**src/rtl/adc_status_pkg.sv**
```systemverilog
// shared constants, types and the pin synchroniser of the status word block
`timescale 1ns/1ns
`default_nettype none
package adc_status_pkg;
    // word layout
    localparam int DATA_W = 24;
    localparam int TAG_W = 5;
    localparam int STAT_W = 8;
    localparam int FRAME_W = 32;
    localparam int CMD_W = 8;
    localparam int NEW_BIT = 7;
    localparam int OVF_BIT = 6;
    localparam int SUPPLY_BIT = 5;
    localparam logic [5:0] BITS_WITH_STATUS = 6'h20;
    localparam logic [5:0] BITS_DATA_ONLY = 6'h18;
    localparam logic [3:0] CMD_LEN = 4'h8;
    localparam logic [2:0] CMD_CH_READ = 3'h1;
    localparam logic [TAG_W-1:0] TAG_FIXED = 5'h00;
    localparam logic [TAG_W-1:0] TAG_LAST_DIFF = 5'h07;
    localparam logic [DATA_W-1:0] POS_FS = 24'h7FFFFF;
    localparam logic [DATA_W-1:0] NEG_FS = 24'h800000;
    // supply monitor, in millivolts: 4300 trip, 50 hysteresis
    localparam logic [12:0] SUPPLY_TRIP_MV = 13'h10CC;
    localparam logic [12:0] SUPPLY_HYST_MV = 13'h0032;
    localparam logic [12:0] SUPPLY_REL_MV = SUPPLY_TRIP_MV + SUPPLY_HYST_MV;
    // register port
    localparam int ADDR_W = 4;
    localparam logic [3:0] REG_CTRL = 4'h0;
    localparam logic [3:0] REG_STATE = 4'h1;
    localparam logic [3:0] REG_IRQ_STAT = 4'h2;
    localparam logic [3:0] REG_IRQ_MASK = 4'h3;
    localparam int CTRL_STAT_EN = 0;
    localparam int CTRL_AUTO = 1;
    localparam logic [1:0] CTRL_RESET = 2'h1;
    localparam int IRQ_NEW = 0;
    localparam int IRQ_OVF = 1;
    localparam int IRQ_SUPPLY = 2;
    localparam logic [2:0] IRQ_MASK_RESET = 3'h0;

    typedef enum logic [1:0] {
        SER_IDLE = 2'b00,
        SER_CMD = 2'b01,
        SER_DATA = 2'b10,
        SER_DONE = 2'b11
    } ser_e;

    typedef struct packed {
        logic new_flag;
        logic ovf;
        logic supply;
        logic [TAG_W-1:0] tag;
        logic [DATA_W-1:0] data;
    } conv_result_s;

    typedef struct packed {
        logic [ADDR_W-1:0] addr;
        logic [7:0] wdata;
        logic we;
        logic re;
    } reg_req_s;

    typedef struct packed {
        logic sclk;
        logic cs_n;
        logic din;
    } spi_pins_s;
endpackage : adc_status_pkg

// two flip-flop synchroniser for pin inputs
module pin_sync #(
    parameter int W = 3,
    parameter logic [W-1:0] INIT = '0
) (
    input wire logic clk_sys_i,
    input wire logic nrst_i,
    input wire logic ce_i,
    input wire logic [W-1:0] d_i,
    output logic [W-1:0] q_o
);
    typedef struct packed {
        logic [W-1:0] s1;
        logic [W-1:0] s2;
    } sync_s;
    sync_s st_q, st_d;

    // first stage feeds only the second
    always_comb begin
        st_d = st_q;
        if (ce_i) begin
            st_d.s1 = d_i;
            st_d.s2 = st_q.s1;
        end
    end

    always_ff @(posedge clk_sys_i or negedge nrst_i) begin
        if (!nrst_i) begin
            st_q <= {INIT, INIT};
        end else begin
            st_q <= st_d;
        end
    end

    assign q_o = st_q.s2;
endmodule : pin_sync
`default_nettype wire

```
**src/rtl/adc_status_word.sv**
```systemverilog
// status byte and result word capture with serial read-out
//
// The address-and-strobe port and the address map were decided locally.
`timescale 1ns/1ns
`default_nettype none
// Contract
// - fresh flag is set when a new, unreturned result is delivered.
// - fresh flag stays set until the host reads channel data.
// - a repeat read returns the old result with the fresh flag clear.
// - an unread result is overwritten by the next conversion.
// - fresh flag reads 0 with no update since last read, else 1.
// - over-range flag is set when input magnitude exceeds converter range.
// - over-range saturates the result at positive or negative full scale.
// - low-supply flag sets below 4.3 V, clears 50 mV above that.
// - in auto-scan the channel tag names the result's input channel.
// - in fixed-channel mode the channel tag has no defined meaning.
// - result is 24 bits, bit 23 most significant, bit 0 least.
// - result is two's complement.
// - tags 00h-07h are differential pairs, 08h up single-ended inputs.
// - with status enabled read gives status then three bytes, MSB first.
module adc_status_word (
    input wire logic clk_sys_i,
    input wire logic nrst_i,
    input wire logic ce_i,
    input wire adc_status_pkg::reg_req_s reg_req_i,
    output logic [7:0] reg_rdata_o,
    input wire logic conv_valid_i,
    input wire logic [adc_status_pkg::DATA_W:0] filt_data_i,
    input wire logic mod_overload_i,
    input wire logic [adc_status_pkg::TAG_W-1:0] scan_tag_i,
    input wire logic [12:0] supply_mv_i,
    input wire adc_status_pkg::spi_pins_s spi_i,
    output logic dout_o,
    output logic dout_oe_o,
    output logic result_ready_n_pin_o,
    output logic irq_o
);
    import adc_status_pkg::*;

    typedef struct packed {
        conv_result_s res;
        logic supply_low;
        logic [1:0] ctrl;
        logic [2:0] irq_stat;
        logic [2:0] irq_mask;
        logic [7:0] rdata;
        ser_e sst;
        logic sclk_prev;
        logic [5:0] bit_cnt;
        logic [5:0] frame_bits;
        logic [CMD_W-1:0] cmd;
        logic [FRAME_W-1:0] shreg;
        logic dout;
        logic dout_oe;
        logic ready_n;
        logic irq;
    } state_s;

    localparam state_s ST_RESET = '{
        res: '0, supply_low: 1'b0, ctrl: CTRL_RESET, irq_stat: 3'h0,
        irq_mask: IRQ_MASK_RESET, rdata: 8'h00, sst: SER_IDLE,
        sclk_prev: 1'b0, bit_cnt: 6'h00, frame_bits: 6'h00, cmd: 8'h00,
        shreg: 32'h00000000, dout: 1'b0, dout_oe: 1'b0, ready_n: 1'b1,
        irq: 1'b0};

    // the status byte layout is fixed by the word format
    if (DATA_W != 24 || TAG_W != 5 || FRAME_W != STAT_W + DATA_W) begin
        : g_check
        $error("adc_status_word: unsupported word layout");
    end

    state_s q, d;
    spi_pins_s pins;
    logic read_take;
    logic pos_ovf;
    logic neg_ovf;
    logic ovf_now;
    logic [DATA_W-1:0] sat_data;
    logic [STAT_W-1:0] status_byte;
    logic [FRAME_W-1:0] frame;
    logic [2:0] events;
    logic [7:0] w1c;

    // pins cross into the system clock; cs idles high
    pin_sync #(.W(3), .INIT(3'h2)) u_pin_sync (
        .clk_sys_i(clk_sys_i),
        .nrst_i(nrst_i),
        .ce_i(ce_i),
        .d_i(spi_i),
        .q_o(pins)
    );

    // saturate the filter word and flag overload
    always_comb begin
        pos_ovf = ~filt_data_i[DATA_W] & filt_data_i[DATA_W-1];
        neg_ovf = filt_data_i[DATA_W] & ~filt_data_i[DATA_W-1];
        ovf_now = mod_overload_i | pos_ovf | neg_ovf;
        if (ovf_now) begin
            // sign of the wide word picks the rail
            sat_data = filt_data_i[DATA_W] ? NEG_FS : POS_FS;
        end else begin
            sat_data = filt_data_i[DATA_W-1:0];
        end
    end

    // live status byte and the outgoing frame, msb first
    always_comb begin
        status_byte = {q.res.new_flag, q.res.ovf, q.res.supply, q.res.tag};
        if (q.ctrl[CTRL_STAT_EN]) begin
            frame = {status_byte, q.res.data};
        end else begin
            frame = {q.res.data, 8'h00};
        end
    end

    // next state of the whole block
    always_comb begin
        d = q;
        read_take = 1'b0;
        events = 3'h0;
        w1c = 8'h00;
        if (ce_i) begin
            d.sclk_prev = pins.sclk;
            d.rdata = 8'h00;

            // supply comparator with hysteresis
            if (supply_mv_i < SUPPLY_TRIP_MV) begin
                d.supply_low = 1'b1;
            end else if (supply_mv_i >= SUPPLY_REL_MV) begin
                d.supply_low = 1'b0;
            end
            events[IRQ_SUPPLY] = d.supply_low & ~q.supply_low;

            // serial engine: command in on rise, data out on fall
            case (q.sst)
                SER_IDLE: begin
                    if (!pins.cs_n) begin
                        d.sst = SER_CMD;
                        d.dout_oe = 1'b1;
                        d.bit_cnt = 6'h00;
                    end
                end
                SER_CMD: begin
                    if (pins.sclk && !q.sclk_prev) begin
                        d.cmd = {q.cmd[CMD_W-2:0], pins.din};
                        d.bit_cnt = q.bit_cnt + 6'h01;
                    end else if (!pins.sclk && q.sclk_prev &&
                            q.bit_cnt == {2'b00, CMD_LEN}) begin
                        if (q.cmd[7:5] == CMD_CH_READ) begin
                            read_take = 1'b1;
                            d.dout = frame[FRAME_W-1];
                            d.shreg = {frame[FRAME_W-2:0], 1'b0};
                            d.bit_cnt = 6'h01;
                            d.frame_bits = q.ctrl[CTRL_STAT_EN] ?
                                BITS_WITH_STATUS : BITS_DATA_ONLY;
                            d.sst = SER_DATA;
                        end else begin
                            // other commands belong to the command decoder
                            d.sst = SER_DONE;
                        end
                    end
                end
                SER_DATA: begin
                    if (!pins.sclk && q.sclk_prev) begin
                        if (q.bit_cnt == q.frame_bits) begin
                            d.dout = 1'b0;
                            d.sst = SER_DONE;
                        end else begin
                            d.dout = q.shreg[FRAME_W-1];
                            d.shreg = {q.shreg[FRAME_W-2:0], 1'b0};
                            d.bit_cnt = q.bit_cnt + 6'h01;
                        end
                    end
                end
                SER_DONE: begin
                    d.dout = 1'b0;
                end
                default: begin
                    d.sst = SER_IDLE;
                end
            endcase
            if (pins.cs_n) begin
                d.sst = SER_IDLE;
                d.dout_oe = 1'b0;
                d.dout = 1'b0;
                d.cmd = 8'h00;
            end

            // a read hands out the word and clears freshness
            if (read_take) begin
                d.res.new_flag = 1'b0;
                d.ready_n = 1'b1;
            end
            // new result overwrites any unread one; set wins over clear
            if (conv_valid_i) begin
                d.res.data = sat_data;
                d.res.new_flag = 1'b1;
                d.res.ovf = ovf_now;
                d.res.supply = d.supply_low;
                // in auto-scan the tag comes from the sequencer, otherwise it is TAG_FIXED
                d.res.tag = q.ctrl[CTRL_AUTO] ?
                    scan_tag_i : TAG_FIXED;
                d.ready_n = 1'b0;
                events[IRQ_NEW] = 1'b1;
                events[IRQ_OVF] = ovf_now;
            end

            // register writes
            if (reg_req_i.we) begin
                if (reg_req_i.addr == REG_CTRL) begin
                    d.ctrl = reg_req_i.wdata[1:0];
                end else if (reg_req_i.addr == REG_IRQ_STAT) begin
                    w1c = reg_req_i.wdata;
                end else if (reg_req_i.addr == REG_IRQ_MASK) begin
                    d.irq_mask = reg_req_i.wdata[2:0];
                end
            end
            d.irq_stat = (q.irq_stat & ~w1c[2:0]) | events;

            // register reads, unmapped reads give zero
            if (reg_req_i.re) begin
                if (reg_req_i.addr == REG_CTRL) begin
                    d.rdata = {6'h00, q.ctrl};
                end else if (reg_req_i.addr == REG_STATE) begin
                    d.rdata = status_byte;
                end else if (reg_req_i.addr == REG_IRQ_STAT) begin
                    d.rdata = {5'h00, q.irq_stat};
                end else if (reg_req_i.addr == REG_IRQ_MASK) begin
                    d.rdata = {5'h00, q.irq_mask};
                end
            end
            d.irq = |(d.irq_stat & d.irq_mask);
        end
    end

    always_ff @(posedge clk_sys_i or negedge nrst_i) begin
        if (!nrst_i) begin
            q <= ST_RESET;
        end else begin
            q <= d;
        end
    end

    // every output straight from the state register
    assign reg_rdata_o = q.rdata;
    assign dout_o = q.dout;
    assign dout_oe_o = q.dout_oe;
    assign result_ready_n_pin_o = q.ready_n;
    assign irq_o = q.irq;
endmodule : adc_status_word
`default_nettype wire

```
**config.mk**
```make
export PLATFORM = sky130hd
export DESIGN_NAME = adc_status_word
export DESIGN_NICKNAME = d
export VERILOG_FILES = /design/src/rtl/adc_status_pkg.sv /design/src/rtl/adc_status_word.sv
export SDC_FILE = /design/constraint.sdc
export NUM_CORES = 1
export LEC_CHECK = 0
export ABC_CLOCK_PERIOD_IN_PS = 2000
export BUFFER_PORTS_ARGS = -buffer_cell sky130_fd_sc_hd__buf_4
export CAP_MARGIN = 5
export CORE_MARGIN = 2
export CORE_UTILIZATION = 52
export CTS_CLUSTER_DIAMETER = 150
export DETAILED_ROUTE_END_ITERATION = 10
export HOLD_SLACK_MARGIN = 0.12
export PLACE_DENSITY = 0.85
export SETUP_SLACK_MARGIN = 0.1
export SYNTH_ARGS = -nofsm -noshare
export SYNTH_HDL_FRONTEND = slang
export SYNTH_SLANG_ARGS = --single-unit
```
**constraint.sdc**
```tcl
create_clock -name clk_sys_i -period 2 [get_ports clk_sys_i]
set_input_delay 0.3 -clock clk_sys_i [delete_from_list [all_inputs] [get_ports clk_sys_i]]
set_output_delay 0.3 -clock clk_sys_i [all_outputs]
set_load 0.02 [all_outputs]
```
# Word level (Yosys, flattened, before mapping)
# Cells that the tools add are included.
[word_totals] register_bits=114 input_bits=65 output_inout_bits=12 wordCells=146
[op_classes] n_addsub=1 magnitude_cmp=2 eq_ne=22 mux=60 bitwise=13 n_reduce_logical=26
[op_table] operator="$mux 33" count=4
[op_table] operator="$mux 32" count=3
[op_table] operator="$pmux 32 s2" count=1
[op_table] operator="$mux 24" count=2
[op_table] operator="$mux 8" count=6
[op_table] operator="$mux 3" count=11
[op_table] operator="$mux 6" count=5
[op_table] operator="$mux 12" count=2
[op_table] operator="$pmux 6 s3" count=1
[op_table] operator="$mux 2" count=8
[op_table] operator="$ne 3x2->1 const B" count=5
[op_table] operator="$mux 1" count=14
[op_table] operator="$reduce_and 7->1" count=2
[op_table] operator="$ge 13x13->1 const B" count=1
[op_table] operator="$lt 13x13->1 const B" count=1
[op_table] operator="$ne 2x2->1 const B" count=6
[op_table] operator="$reduce_and 6->1" count=2
[op_table] operator="$reduce_bool 2->1" count=5
[op_table] operator="$eq 4x2->1 const B" count=2
[op_table] operator="$reduce_bool 4->1" count=2
[op_table] operator="$add 6x1->6 const B" count=1
[op_table] operator="$and 3x3->3" count=2
[op_table] operator="$eq 6x4->1 const B" count=1
[op_table] operator="$eq 6x6->1" count=1
[op_table] operator="other kinds (22)" count=36

# Depth between registers and ports, before layout
[logic_depth] word_depth=10 mapped_depth=9 mapped_depth_nobuf=7

# By module
# A second synthesis with hierarchy kept.
[unflattened] cells_unflattened=542 area_unflattened_um2=5679.2
[by_module_without_submodules] module="adc_status_word" instances=1 cells_each=526 area_per_inst_um2=5402.7 seq_area_each_um2=2580.0
[by_module_without_submodules] module="pin_sync" instances=1 cells_each=16 area_per_inst_um2=276.5 seq_area_each_um2=152.6

# Worst setup path after synthesis
# Ideal clock, no wire load.
[synth_path] path_type="register to register" start="register q[58] (netlist bit)" end="register q[57] (netlist bit)" setup_time_ns=0.128 arrival_time_ns=1.807 required_time_ns=1.872 setup_slack_ns=0.065 path_stages_with_launch=9 n_path_buf=1 synth_period_minus_slack_ns=1.935 cell_sequence="dfrtp_1 > inv_1 > ha_1 > buf_2 > and3b_1 > a211o_1 > a21oi_1 > o32a_1 > mux2_1"
[synth_between] elab_chain_len=3 elab_cells_between_ends=11 cone_classes="6 x eq/ne; 2 x mux; 3 x reduce/logical"
[synth_lines] item="start: declaration" line_no="adc_status_word.sv:72" source="state_s q, d;"
[synth_lines] item="start signal: assignment" line_no="adc_status_word.sv:238" source="q <= ST_RESET;"
[synth_lines] item="start signal: assignment" line_no="adc_status_word.sv:240" source="q <= d;"
[synth_lines] item="$eq 2x2->1 (tied with other cells)" line_no="adc_status_word.sv:135" source="case (q.sst)"
[synth_lines] item="$ne 3x2->1 (no line) (tied with other cells)"
[synth_lines] item="$reduce_and 6->1 (no line) or $mux 2 (tied branches)"
# Several ways; a longest one is shown, not always the timed one.
# A chain may end at the register's enable or synchronous reset.

# Final worst setup path
[layout_path] start="register q[51] (netlist bit)" end="register q[10] (netlist bit)"
[layout_between] elab_chain_len=4 elab_cells_between_ends=6 cone_classes="4 x eq/ne; 2 x reduce/logical"
[layout_lines] item="$eq 6x4->1" line_no="adc_status_word.sv:148" source="q.bit_cnt == {2'b00, CMD_LEN}) begin"
[layout_lines] item="$logic_and 1x1->1" line_no="adc_status_word.sv:147" source="end else if (!pins.sclk && q.sclk_prev &&"
[layout_lines] item="$ne 2x2->1 (no line)"
[layout_lines] item="$reduce_and 7->1 (no line) *"
# Mark *: on every way between the ends. The rest lies on a longest branch, timed or not.

==> qor.csv <==
metric,value,unit
Hold Path Class,in -> reg,
DRT antenna net count,0,
Synth Cell Area,5380,um2
H-Tree Level Count,3,
Placement Setup Slack,0.0733,ns
root buf cell,clkbuf_8,
drt wl/cell,17.1,um
Worst-Skew Late Latency,0.38,ns
largest net degree at the start of global routing,58,
Seq cells post-synth,109,
CP max-delay cell,dfrtp_1,
WS Path Type,reg -> reg,
Via Count,4592,
Clock Sinks,109,
combined area of the multi-input logic cells,2580,um2
fillers,710,
gr usage total,22.4,%
Core ar.,10200,um2
final net count,710,
Synth cell types,53,
layout cells sized above 1,29.4,%
synthesis-to-layout area growth,25.1,%
Pwr Density,1020,nW/um2
vias in the first global route,4371,
Tmin final,1.93,ns
"Max FO, Critical Path",9,
syn avg cell area,9.50,um2
Num CTS Buffers,9,
arrival time worst endpoint,2.18,ns
Synth Warn #,0,
Final Cell Area,6720,um2
"Largest delay share family, worst path",simple AND/OR/NAND/NOR gates,
cell count after synthesis,566,
"leading cell type in the layout, fill and taps excluded",dfrtp_1,
Max Cap Viol,0,
most frequent cells in the layout,"dfrtp_1, buf_4, nand2_1",
remaining global-route overflow,0,
Die W,106,um
ys async rst share,100,%
PortBufs,70,
DRC viols,0,
dominant cells by area after synthesis,"dfrtp_1, mux2i_1, nand2_1, a21oi_1, o21ai_0",
final setup margin,0.0703,ns
first-pass GRT wire length,20200,um
DR iter-0 viols,428,
register area share after synthesis,50.8,%
Die Ht,106,um
I/O pin cnt,77,
worst path cell trace,inv_1 -> ha_2 -> and4bb_2 -> and4_4 -> o211ai_4 -> buf_12 -> buf_12 -> nand2_1 -> o21ai_1,
CP Launch Type,flip-flop,
post-placement cell area,6110,um2
"Hold Vio Cnt, Final",0,
Max Root-Sink Buffers,2,
setup TNS,0,ns
Rel. slew slack,60.5,%
top cell type's share of synthesized area,48.9,%
ys flop type,dfrtp_1,
via/cell ratio,5.89,
status,completed,
CP endpoint kind,flip-flop,
Crit path top cell by count,buf_12,
clk slew on worst S/H paths,0.10,ns
number of synthesized flops with an enable pin,0,
initial antenna violation count,0,
row count,37,
crit path buf inv count,3,
Max Freq,0.518,GHz
CTS tree,built,
RSZ-0062 raised after global routing,yes,
Slew @ Worst Pin,0.591,ns
setup violators final,0,
biggest area consumer among synthesized cells,dfrtp_1,
Final Cycle Share,96.5,%
TritonRoute pass-1 iters,7,
initial core utilization,52.8,%
count of pins over their slew limit,0,
die area,11200,um2
overall routed net length,13300,um
Worst Path Required,2.25,ns
Worst Skew,0.0129,ns
CP peak stage delay,0.43,ns
Pwr Total,6.87,mW
VDD IR-drop max,0.000611,V
register area,2730,um2
ANT cells,0,
post-DP HPWL,8520,um
leakage,3.10,nW
Synthesized Nets,637,
GPL Wtd Cong,0.880,
metrics by stage:
step	std cells	hold slack, ns	utilization [%]
floorplan	566	0.00441	-
global placement	750	0.181	60.0
detailed placement	750	0.185	60.0
CTS	767	0.137	62.6
global route	779	0.143	66.0
finish	779	0.146	66.0
report_power, final:
group / leakage (nW) / total, mW / switching [mW] / internal, mW
registers: 1.39 / 3.00 / 0.372 / 2.62
logic: 1.59 / 2.27 / 1.24 / 1.03
clock network: 0.123 / 1.61 / 0.741 / 0.866
cells in the mapped netlist (2+ instances only):
master    count
buf_1         2
dfstp_2       4
o32a_1        2
o21ai_1      31
a311oi_1      2
inv_1        13
buf_2         9
nor2b_1       4
nor3_1        3
a211o_1       2
a22o_1       16
and2_1        2
nand2b_1      6
o31ai_1       4
mux2_2       12
a31oi_1       3
nand3_1      16
and3_1        3
a22oi_1       6
o21ai_0      36
buf_4         8
nand2_1      85
nor2_1       43
mux2i_1      32
dfrtp_1     105
and4_1        3
clkbuf_1     23
a21oi_1      61
ha_1          6
cells by family after synthesis:
kind of cell / Yosys count / share of synthesized area (%)
simple gates: 175 / 14.6
compound gates: 174 / 19.6
flops: 109 / 50.8
buf+inv: 55 / 4.61
mux: 45 / 8.68
fa+ha+maj: 6 / 1.40
xor+xnor: 2 / 0.326
sequential cells by signal, summed over array words and instances, names as in the netlist:
name and flops:
irq_o 1, dout_oe_o 1, u_pin_sync.st_q 3, q 91, dout_o 1, reg_rdata_o 8, result_ready_n_pin_o 1, u_pin_sync.q_o 3
cell type report:
| cell class | instances | share of cell area (%) |
|---|---|---|
| clock inverters | 5 | 1.60 |
| well taps | 136 | 2.53 |
| multi-input cells | 402 | 38.4 |
| repair buffers | 104 | 14.1 |
| inverters | 13 | 0.726 |
| clock buffers | 10 | 2.05 |
| flip-flops and latches | 109 | 40.6 |
final timing paths:
kind,from,end,slack (ns),cells past startpoint
min in group asynchronous,nrst_i,q[69],0.32,2
max in group asynchronous,nrst_i,q[9],1.04,3
hold reg to reg,q[12],q[12],0.50,2
setup / recovery,q[51],q[10],0.07,9
setup reg to reg,q[51],q[10],0.07,9
hold / removal,spi_i[2],u_pin_sync.st_q[5],0.15,2
routing by layer:
layer / wire (um) / vias to the layer above / track usage, % / share of wire, %
li1: - / 2141 / - / -
met1: 5680 / 2224 / 30.3 / 43
met2: 6540 / 188 / 35.6 / 49
met3: 756 / 39 / 4.76 / 5.7
met4: 339 / 0 / 8.27 / 2.5
met5: 0 / - / 0 / 0
timing repair:
item | 4_1_cts | 5_1_grt
pin swaps | 2 | 16
hold buffers | 1 | 0
cloned | 0 | 6
endpoints found under the hold margin | 54 | 0
setup endpoints to repair | 5 | 38
setup buffers | 1 | 6
resized for setup | 2 | 51
(Power assumes the default switching activity.)
